### config.mk
export PLATFORM = sky130hd
export DESIGN_NAME = sdc_device
export DESIGN_NICKNAME = d
export VERILOG_FILES = /design/src/pkg/sdc_pkg.sv /design/src/sdc_device.sv /design/src/sdc_fifo.sv /design/src/sdc_bank_timer.sv
export VERILOG_INCLUDE_DIRS = /design/src /design/src/pkg
export SDC_FILE = /design/constraint.sdc
export NUM_CORES = 1
export LEC_CHECK = 0
export ABC_AREA = 1
export BUFFER_PORTS_ARGS = -buffer_cell sky130_fd_sc_hd__buf_2
export CAP_MARGIN = 0
export CORE_MARGIN = 2
export CORE_UTILIZATION = 55
export CTS_BUF_LIST = sky130_fd_sc_hd__clkbuf_8
export CTS_CLUSTER_DIAMETER = 100
export DETAILED_ROUTE_END_ITERATION = 8
export PLACE_DENSITY = 0.73
export SYNTH_ARGS = -nofsm -noshare
export SYNTH_HDL_FRONTEND = slang
export SYNTH_SLANG_ARGS = --single-unit
export TNS_END_PERCENT = 10
### constraint.sdc
create_clock -name clock -period 4.1 [get_ports clock]
set_clock_uncertainty 0.15 [all_clocks]
set_input_delay 0.41 -clock clock [delete_from_list [all_inputs] [get_ports clock]]
set_output_delay 0.41 -clock clock [all_outputs]
set_load 0.005 [all_outputs]
### src/pkg/sdc_map.svh
// Named offsets, field positions, reset values and timing counts
// Assumes a single 40 MHz clock; included by the package and the design
`ifndef SDC_MAP_SVH
`define SDC_MAP_SVH

`define SDC_DW 16
`define SDC_AW 12
`define SDC_NBANK 4
`define SDC_BW 2
`define SDC_CBITS 4
`define SDC_MAW 6
`define SDC_MDEPTH 64
`define SDC_BL 4
`define SDC_BLW 3
`define SDC_AP_BIT 10
`define SDC_LAT_LSB 4
`define SDC_LAT_W 2
`define SDC_LAT_RST 2'h3
`define SDC_LAT2 2'h2
`define SDC_LAT3 2'h3
`define SDC_REFW 13
`define SDC_FIFO_DEPTH 4
`define SDC_CLK_MHZ 40
`define SDC_RP_NS 18
`define SDC_RP_CYC ((`SDC_RP_NS * `SDC_CLK_MHZ + 999) / 1000)
`define SDC_TMRW 3

`endif

### src/pkg/sdc_pkg.sv
// Types shared by the device core, its write buffer and the bench controller model
// Assumes the constants header is on the include path
`include "sdc_map.svh"

package sdc_pkg;

    typedef enum logic [2:0] {
        SDC_NOP,
        SDC_ACT,
        SDC_RD,
        SDC_WR,
        SDC_PRE,
        SDC_STOP,
        SDC_REF,
        SDC_MODE
    } sdc_cmd_t;

    typedef struct packed {
        sdc_cmd_t cmd;
        logic [`SDC_BW-1:0] bank;
        logic [`SDC_AW-1:0] addr;
        logic dqm;
        logic [`SDC_DW-1:0] dq;
    } sdc_pins_t;

    typedef struct packed {
        logic [`SDC_MAW-1:0] addr;
        logic [`SDC_DW-1:0] data;
    } sdc_wbeat_t;

endpackage : sdc_pkg

### src/sdc_device.sv
// Command, data and mask timing core of a four-bank synchronous DRAM
// Assumes pins arrive unsynchronised; bus wire resolution is outside
`include "sdc_map.svh"
`timescale 1ns/10ps
`default_nettype none

// Contract
// - read or write commands may follow each other every cycle.
// - clock enable sampled low suspends the device one cycle later.
// - clock enable sampled high resumes the device one cycle later.
// - write mask blocks the data sampled on the same edge.
// - read mask puts outputs in high impedance two cycles later.
// - first write word arrives on the same edge as the write command.
// - precharge cuts a read; outputs float after read-latency cycles.
// - auto precharge starts one clock after the last write beat.
module sdc_device (
    input wire logic clock,
    input wire logic srst,
    input wire logic pin_cke,
    input wire sdc_pkg::sdc_pins_t pin_bus,
    output logic [`SDC_DW-1:0] dq_out_r,
    output logic dq_oe_r,
    output logic suspended_r,
    output logic wr_ready_r,
    output logic [`SDC_NBANK-1:0] bank_open_r,
    output logic [`SDC_REFW-1:0] refresh_cnt_r
);
    import sdc_pkg::*;

    function automatic logic [`SDC_MAW-1:0] cell_addr(
        input logic [`SDC_BW-1:0] bank,
        input logic [`SDC_CBITS-1:0] col
    );
        cell_addr = {bank, col};
    endfunction : cell_addr

    // Pin synchronisers
    logic cke_m_r;
    logic cke_s_r;
    sdc_pins_t pins_m_r;
    sdc_pins_t pins_s_r;

    always_ff @(posedge clock) begin
        if (srst) begin
            cke_m_r <= 1'b1;
            cke_s_r <= 1'b1;
        end else begin
            cke_m_r <= pin_cke;
            cke_s_r <= cke_m_r;
        end
    end

    always_ff @(posedge clock) begin
        if (srst) begin
            pins_m_r <= '0;
            pins_s_r <= '0;
        end else begin
            pins_m_r <= pin_bus;
            pins_s_r <= pins_m_r;
        end
    end

    always_ff @(posedge clock) begin
        if (srst) begin
            suspended_r <= 1'b0;
        end else begin
            suspended_r <= !cke_s_r;
        end
    end

    // Command decode
    logic live;
    logic is_act;
    logic is_rd;
    logic is_wr;
    logic is_pre;
    logic is_stop;
    logic is_ref;
    logic is_mode;
    logic col_cmd;
    logic [`SDC_NBANK-1:0] busy;
    logic all_idle;

    assign live = !suspended_r;
    assign is_act = live && (pins_s_r.cmd == SDC_ACT);
    assign is_rd = live && (pins_s_r.cmd == SDC_RD);
    assign is_wr = live && (pins_s_r.cmd == SDC_WR);
    assign is_pre = live && (pins_s_r.cmd == SDC_PRE);
    assign is_stop = live && (pins_s_r.cmd == SDC_STOP);
    assign is_ref = live && (pins_s_r.cmd == SDC_REF);
    assign is_mode = live && (pins_s_r.cmd == SDC_MODE);
    assign col_cmd = (is_rd || is_wr) && bank_open_r[pins_s_r.bank];
    assign all_idle = (bank_open_r == '0) && (busy == '0);

    // Burst state
    logic [`SDC_BLW-1:0] left_r;
    logic [`SDC_BW-1:0] bbank_r;
    logic [`SDC_CBITS-1:0] bcol_r;
    logic bwr_r;
    logic bap_r;
    logic pre_hit;
    logic stop_hit;

    assign pre_hit = is_pre
        && (pins_s_r.addr[`SDC_AP_BIT] || (pins_s_r.bank == bbank_r));
    assign stop_hit = (left_r != '0) && (is_stop || pre_hit);

    always_ff @(posedge clock) begin
        if (srst) begin
            left_r <= '0;
            bbank_r <= '0;
            bcol_r <= '0;
            bwr_r <= 1'b0;
            bap_r <= 1'b0;
        end else if (col_cmd) begin
            left_r <= `SDC_BLW'(`SDC_BL - 1);
            bbank_r <= pins_s_r.bank;
            bcol_r <= pins_s_r.addr[`SDC_CBITS-1:0] + 1'b1;
            bwr_r <= is_wr;
            bap_r <= pins_s_r.addr[`SDC_AP_BIT];
        end else if (stop_hit) begin
            left_r <= '0;
        end else if (live && (left_r != '0)) begin
            left_r <= left_r - 1'b1;
            bcol_r <= bcol_r + 1'b1;
        end
    end

    // Beat served in this cycle
    logic beat_v;
    logic beat_wr;
    logic beat_last;
    logic beat_ap;
    logic [`SDC_BW-1:0] beat_bank;
    logic [`SDC_MAW-1:0] beat_addr;
    logic rd_issue;
    logic push;
    logic ap_wr_last;

    assign beat_v = col_cmd || (live && (left_r != '0) && !stop_hit);
    assign beat_wr = col_cmd ? is_wr : bwr_r;
    assign beat_bank = col_cmd ? pins_s_r.bank : bbank_r;
    assign beat_addr = col_cmd
        ? cell_addr(pins_s_r.bank, pins_s_r.addr[`SDC_CBITS-1:0])
        : cell_addr(bbank_r, bcol_r);
    assign beat_last = beat_v
        && (col_cmd ? (`SDC_BL == 1) : (left_r == `SDC_BLW'(1)));
    assign beat_ap = col_cmd ? pins_s_r.addr[`SDC_AP_BIT] : bap_r;
    assign rd_issue = beat_v && !beat_wr;
    // Masked beats never reach the array
    assign push = beat_v && beat_wr && !pins_s_r.dqm;
    assign ap_wr_last = beat_last && beat_wr && beat_ap;

    // Auto precharge waits one clock after the last beat
    logic ap_pend_r;
    logic [`SDC_BW-1:0] ap_bank_r;
    logic [`SDC_NBANK-1:0] tmr_start;

    always_ff @(posedge clock) begin
        if (srst) begin
            ap_pend_r <= 1'b0;
            ap_bank_r <= '0;
        end else if (live) begin
            ap_pend_r <= beat_last && beat_ap;
            ap_bank_r <= beat_bank;
        end
    end

    genvar gb;
    generate
        for (gb = 0; gb < `SDC_NBANK; gb++) begin : g_bank
            assign tmr_start[gb] = (live && ap_pend_r
                && (ap_bank_r == `SDC_BW'(gb)))
                || (is_pre && bank_open_r[gb]
                && (pins_s_r.addr[`SDC_AP_BIT]
                || (pins_s_r.bank == `SDC_BW'(gb))));
            sdc_bank_timer u_tmr (
                .clock(clock),
                .srst(srst),
                .start(tmr_start[gb]),
                .busy(busy[gb])
            );
        end
    endgenerate

    always_ff @(posedge clock) begin
        if (srst) begin
            bank_open_r <= '0;
        end else begin
            for (int b = 0; b < `SDC_NBANK; b++) begin
                if (tmr_start[b]) begin
                    bank_open_r[b] <= 1'b0;
                end else if (is_act && !busy[b]
                        && (pins_s_r.bank == `SDC_BW'(b))) begin
                    bank_open_r[b] <= 1'b1;
                end
            end
        end
    end

    // Mode load and refresh bookkeeping
    logic [`SDC_LAT_W-1:0] lat_r;
    logic [`SDC_LAT_W-1:0] lat_field;

    assign lat_field = pins_s_r.addr[`SDC_LAT_LSB +: `SDC_LAT_W];

    always_ff @(posedge clock) begin
        if (srst) begin
            lat_r <= `SDC_LAT_RST;
        end else if (is_mode && all_idle
                && (lat_field == `SDC_LAT2 || lat_field == `SDC_LAT3)) begin
            lat_r <= lat_field;
        end
    end

    always_ff @(posedge clock) begin
        if (srst) begin
            refresh_cnt_r <= '0;
        end else if (is_ref && all_idle) begin
            refresh_cnt_r <= refresh_cnt_r + 1'b1;
        end
    end

    // Write buffer and storage array
    sdc_wbeat_t wb_in;
    sdc_wbeat_t wb_out;
    logic wb_in_ready;
    logic wb_out_valid;
    logic drain_ok;
    logic [`SDC_DW-1:0] cell_r [0:`SDC_MDEPTH-1];

    assign wb_in.addr = beat_addr;
    assign wb_in.data = pins_s_r.dq;
    // The array has one port; a read beat takes it first
    assign drain_ok = !rd_issue;

    sdc_fifo #(
        .W($bits(sdc_wbeat_t)),
        .D(`SDC_FIFO_DEPTH)
    ) u_wbuf (
        .clock(clock),
        .srst(srst),
        .in_valid(push),
        .in_ready(wb_in_ready),
        .in_data(wb_in),
        .out_valid(wb_out_valid),
        .out_ready(drain_ok),
        .out_data(wb_out)
    );

    always_ff @(posedge clock) begin
        if (srst) begin
            wr_ready_r <= 1'b0;
        end else begin
            wr_ready_r <= wb_in_ready;
        end
    end

    always_ff @(posedge clock) begin
        if (wb_out_valid && drain_ok) begin
            cell_r[wb_out.addr] <= wb_out.data;
        end
    end

    // Read pipeline, frozen while suspended
    logic sh1_v_r;
    logic sh2_v_r;
    logic [`SDC_DW-1:0] sh1_d_r;
    logic [`SDC_DW-1:0] sh2_d_r;
    logic mask_r;
    logic sel_v;
    logic [`SDC_DW-1:0] sel_d;

    always_ff @(posedge clock) begin
        if (srst) begin
            sh1_v_r <= 1'b0;
            sh2_v_r <= 1'b0;
            sh1_d_r <= '0;
            sh2_d_r <= '0;
        end else if (live) begin
            sh1_v_r <= rd_issue;
            sh1_d_r <= cell_r[beat_addr];
            sh2_v_r <= sh1_v_r;
            sh2_d_r <= sh1_d_r;
        end
    end

    always_ff @(posedge clock) begin
        if (srst) begin
            mask_r <= 1'b0;
        end else if (live) begin
            mask_r <= pins_s_r.dqm;
        end
    end

    assign sel_v = (lat_r == `SDC_LAT2) ? sh1_v_r : sh2_v_r;
    assign sel_d = (lat_r == `SDC_LAT2) ? sh1_d_r : sh2_d_r;

    always_ff @(posedge clock) begin
        if (srst) begin
            dq_oe_r <= 1'b0;
            dq_out_r <= '0;
        end else if (live) begin
            dq_oe_r <= sel_v && !mask_r;
            dq_out_r <= sel_d;
        end
    end
endmodule : sdc_device

`default_nettype wire

### src/sdc_fifo.sv
// Write-beat buffer between the pin side and the storage array
// Assumes one clock; the drain side may stall at any time
`include "sdc_map.svh"
`timescale 1ns/10ps
`default_nettype none

module sdc_fifo #(
    parameter int W = 22,
    parameter int D = `SDC_FIFO_DEPTH
) (
    input wire logic clock,
    input wire logic srst,
    input wire logic in_valid,
    output logic in_ready,
    input wire logic [W-1:0] in_data,
    output logic out_valid,
    input wire logic out_ready,
    output logic [W-1:0] out_data
);
    localparam int PW = $clog2(D);

    logic [W-1:0] mem_r [0:D-1];
    logic [PW-1:0] wp_r;
    logic [PW-1:0] rp_r;
    logic [PW:0] cnt_r;
    logic push;
    logic pop;

    assign in_ready = (cnt_r != (PW+1)'(D));
    assign out_valid = (cnt_r != '0);
    assign out_data = mem_r[rp_r];
    assign push = in_valid && in_ready;
    assign pop = out_valid && out_ready;

    always_ff @(posedge clock) begin
        if (push) begin
            mem_r[wp_r] <= in_data;
        end
    end

    always_ff @(posedge clock) begin
        if (srst) begin
            wp_r <= '0;
            rp_r <= '0;
        end else begin
            if (push) begin
                wp_r <= wp_r + 1'b1;
            end
            if (pop) begin
                rp_r <= rp_r + 1'b1;
            end
        end
    end

    always_ff @(posedge clock) begin
        if (srst) begin
            cnt_r <= '0;
        end else if (push && !pop) begin
            cnt_r <= cnt_r + 1'b1;
        end else if (pop && !push) begin
            cnt_r <= cnt_r - 1'b1;
        end
    end

endmodule : sdc_fifo

`default_nettype wire

### src/sdc_bank_timer.sv
// Precharge period timer for one bank
// Assumes start is a one-cycle pulse from the device core
`include "sdc_map.svh"
`timescale 1ns/10ps
`default_nettype none

module sdc_bank_timer (
    input wire logic clock,
    input wire logic srst,
    input wire logic start,
    output logic busy
);
    logic [`SDC_TMRW-1:0] cnt_r;

    assign busy = (cnt_r != '0);

    always_ff @(posedge clock) begin
        if (srst) begin
            cnt_r <= '0;
        end else if (start) begin
            cnt_r <= `SDC_TMRW'(`SDC_RP_CYC);
        end else if (busy) begin
            cnt_r <= cnt_r - 1'b1;
        end
    end

endmodule : sdc_bank_timer

`default_nettype wire

==> metrics.md <==
| Metric | Value |
|---|---|
| Setup TNS | 0 ns |
| Antenna viol nets, final | 0 |
| Hold EP | pins_m_r[32] |
| Total wire length | between 100000 and 150000 µm |
| Grt ovf | 0 |
| Kind of critical path | flop to flop |
| Vias in the first global route | approximately 37000 |
| Row cnt | 115 |
| Vias | around 38000 |
| Post-layout util | 0.6247 |
| Area grow syn2layout | 12.58% |
| IO buf count | between 60 and 70 |
| Post-Syn Instances | 5391 |
| Post-synthesis cell area | roughly 55000 µm² |
| Sequential area share after synthesis | 0.6740 |
| Rel. slew slack | 0.1829 |
| Total track usage | 0.2747 |
| Post-DP Area | around 57000 µm² |
| Fin crit period | a little under 4 ns |
| Setup violations, final | 0 |
| Share of layout cells above drive strength 1 | 0.09395 |
| GPL Wtd Cong | slightly below 0.9 |
| VDD IR max | about 0.38 mV |
| Drt first pass iters | 6 |
| Io pins | 73 |
| Worst-margin pin slew | approximately 1.2 ns |
| CP Data Required Time | about 4.5 ns |
| Max Root-Sink Buffers | 3 |
| Die H | roughly 320 µm |
| Initial antenna violation count | 3 |
| Post-route insts no fill | between 7000 and 8000 |
| Post-synth cell types | between 40 and 50 |
| Crit path DAT | around 4.3 ns |
| Synthesized area per cell | approximately 10 µm² |
| R2r startpoint | pins_s_r[29] |
| Top Family by Delay on Critical Path | simple AND/OR/NAND/NOR gates |
| Top-area cell type share of the netlist area | 0.6123 |
| Fin nets | 5664 |
| CP endpoint kind | flop |
| CP bufs+invs | 4 |
| CTS tree | yes |
| Crit. path cell count | 14 |
| Die area | slightly above 100000 µm² |
| Design Area, Final | between 60000 and 70000 µm² |
| CP Launch Type | flop |
| Critical R2R Capture | cell_r[17][10] |
| Warning count from the yosys run | 0 |
| Crit path cell chain | inv_4 -> nand2_1 -> nand2_1 -> nand2_1 -> nand2_2 -> nand2_2 -> o21ai_1 -> nand2_1 -> o31ai_1 -> inv_2 -> nand4_1 -> buf_4 -> nor2_1 -> buf_4 |
| First-pass GRT wire length | 212600 µm |
| Cell taking the most area after synthesis | edfxtp_1 |
| R2R setup slack | roughly 0.21 ns |
| Synth top area cells | edfxtp_1 (61%), nand3_1 (9.5%), nand2_1 (8.4%) |
| Clk pin slew, worst setup/hold paths | 0.07 ns |
| Most frequent CP cell | nand2_1 |
| Htree depth | 4 |
| Unrepaired setup endpoints after global routing | false |
| Clock Latency Late Sink | ~0.87 ns |
| CTS Buf Count | approximately 200 |
| Hold depth | 4 |
| Final period util | 0.9499 |
| Root buffer cell | clkbuf_8 |
| #FFs+latches synth | between 1000 and 1500 |
| Initial Util | 0.5549 |
| Largest net degree at the start of global routing | between 80 and 90 |
| Slowest stage delay, CP | slightly above 0.6 ns |
| Slowest cell on crit path | dfxtp_1 |
| 1st-iter DRT viols | around 4800 |
| Post-Syn Nets | around 5400 |
| CP max FO | 11 |
| Max Freq | around 0.26 GHz |
| Postcts setup bufs | 0 |
| Worst r2r path cells | 14 |
| Hold path start | pin_bus[32] |
| Worst Hold Class | input pin to flop |
| Pwr/cell area | between 600 and 700 nW/µm² |
| Status | finished, final reports clean |
| Drt wl/cell | 19.81 µm |
| Clock sink count | about 1300 |
| Pins Over Slew Limit | 0 |
| Fin. Hold Viols | 0 |
| Core ar. | between 90000 and 100000 µm² |
| Vias/cell | about 5.5 |
| Residual DRC | 0 |
| MaxCap Viol Count | 0 |
| Leak | around 26 nW |
| Chip width | around 320 µm |
| Placed insts | around 6600 |
| DP Wirelength | 78630 µm |
worst min-delay path: stages:
cell	delay (ns)
dlygate4sd3_1	0.52
buf_2	0.09
inv_1	0.03
nor2_1	0.07
cell usage after synthesis, drive strengths merged:
cell type,number
inv,1034
o211ai,2
a21oi,70
nand2,1231
a211oi,1
ha,18
dfxtp,168
o221ai,2
nor2,235
and3,1
nand4,19
clkbuf,98
xor2,3
o21bai,1
mux2i,1
or2,6
o41ai,1
edfxtp,1112
nor3b,2
o31ai,1
clkinv,4
a31oi,1
buf,179
o21ai,114
xnor2,4
nand3,1038
o22ai,16
nor3,15
fa,1
nor4,3
a32oi,10
final cells by class:
| class | instances | area (µm²) |
|---|---|---|
| inverters | 1038 | 3909 |
| flip-flops and latches | 1280 | 36760 |
| diodes | 1 | 2.502 |
| fillers | 7602 | 36880 |
| well taps | 1287 | 1610 |
| clock buffers | 212 | 2918 |
| repair buffers | 294 | 2597 |
| clock inverters | 149 | 772.0 |
| multi-input cells | 2796 | 12830 |
kinds of logic (layout without fill, tap and decap cells):
family | Yosys count | after routing | synth area share
adder cells (fa/ha/maj) | 19 | 19 | 0.004497
AND/OR/NAND/NOR | 2550 | 2550 | 0.2017
other | 0 | 1 | 0
AO/OA/AOI/OAI | 219 | 219 | 0.02210
flip-flops | 1280 | 1280 | 0.6740
buffers and inverters | 1315 | 1693 | 0.09641
XOR/XNOR | 7 | 7 | 0.001124
multiplexers | 1 | 1 | 0.0001836
state kept, by name, summed over array words and instances, names as in the netlist, 3 cells and up, named ones only:
name / flops
cell_r: 1024
u_wbuf.mem_r: 88
pins_m_r: 29
pins_s_r: 27
dq_out_r: 16
sh1_d_r: 16
sh2_d_r: 16
refresh_cnt_r: 13
g_bank.u_tmr.cnt_r: 12
bank_open_r: 4
bcol_r: 4
left_r: 3
u_wbuf.cnt_r: 3
metrics by stage:
| step | hold WS (ns) | worst slack [ns] | power (mW) |
|---|---|---|---|
| global route | 0.1290 | 0.05682 | 38.80 |
| floorplan | 0.2182 | 0.3991 | 23.00 |
| CTS | 0.09337 | 0.2489 | 37.05 |
| finish | 0.1629 | 0.2053 | 37.13 |
| detailed placement | 0.2394 | 0.3047 | 27.16 |
| global placement | 0.2324 | 0.3313 | 26.88 |
layer usage:
metal	up-vias	part of all wire	global-route usage
li1	18020	-	-
met1	18240	0.39	0.3674
met2	1908	0.47	0.4422
met3	300	0.10	0.04845
met4	0	0.039	0.1227
met5	-	0	0
report_power, final:
| group | internal, mW | switching (mW) |
|---|---|---|
| clock | 5.02 | 4.93 |
| combinational | 3.07 | 8.34 |
| sequential | 15.6 | 0.169 |
placed cells by master (no fill, tap or decap), types with 4 or more instances in the layout:
| cell | count |
|---|---|
| nor3_1 | 15 |
| clkinv_2 | 19 |
| buf_4 | 146 |
| dlygate4sd3_1 | 47 |
| a32oi_1 | 10 |
| buf_2 | 66 |
| o22ai_4 | 16 |
| ha_1 | 18 |
| inv_1 | 1101 |
| bufinv_16 | 4 |
| buf_12 | 35 |
| clkbuf_8 | 212 |
| nand2_1 | 1224 |
| a21oi_1 | 70 |
| or2_2 | 6 |
| dfxtp_1 | 168 |
| xnor2_1 | 4 |
| nor2_2 | 7 |
| edfxtp_1 | 1112 |
| nand3_1 | 1037 |
| nand4_1 | 19 |
| nor2_1 | 228 |
| inv_6 | 4 |
| clkinvlp_4 | 5 |
| o21ai_4 | 4 |
| o21ai_0 | 109 |
| clkinv_1 | 44 |
repair_timing:
action | CTS | global route
setup endpoints to repair | 0 | 17
gates resized for setup | 0 | 2
hold buffers | 47 | 0
hold endpoints to repair | 46 | 0
how the worst max path moves through the flow:
stage                  from              to  slack, ns
5_1_grt        pins_s_r[30]  cell_r[17][10]       0.06
3_5_place_dp   pins_s_r[29]    cell_r[2][4]       0.30
2_1_floorplan          flop   cell_r[0][11]       0.40
6_report       pins_s_r[29]  cell_r[17][10]       0.21
3_3_place_gp   pins_s_r[29]    cell_r[1][8]       0.33
4_1_cts        pins_s_r[29]    cell_r[2][7]       0.25
(Power assumes the default switching activity.)
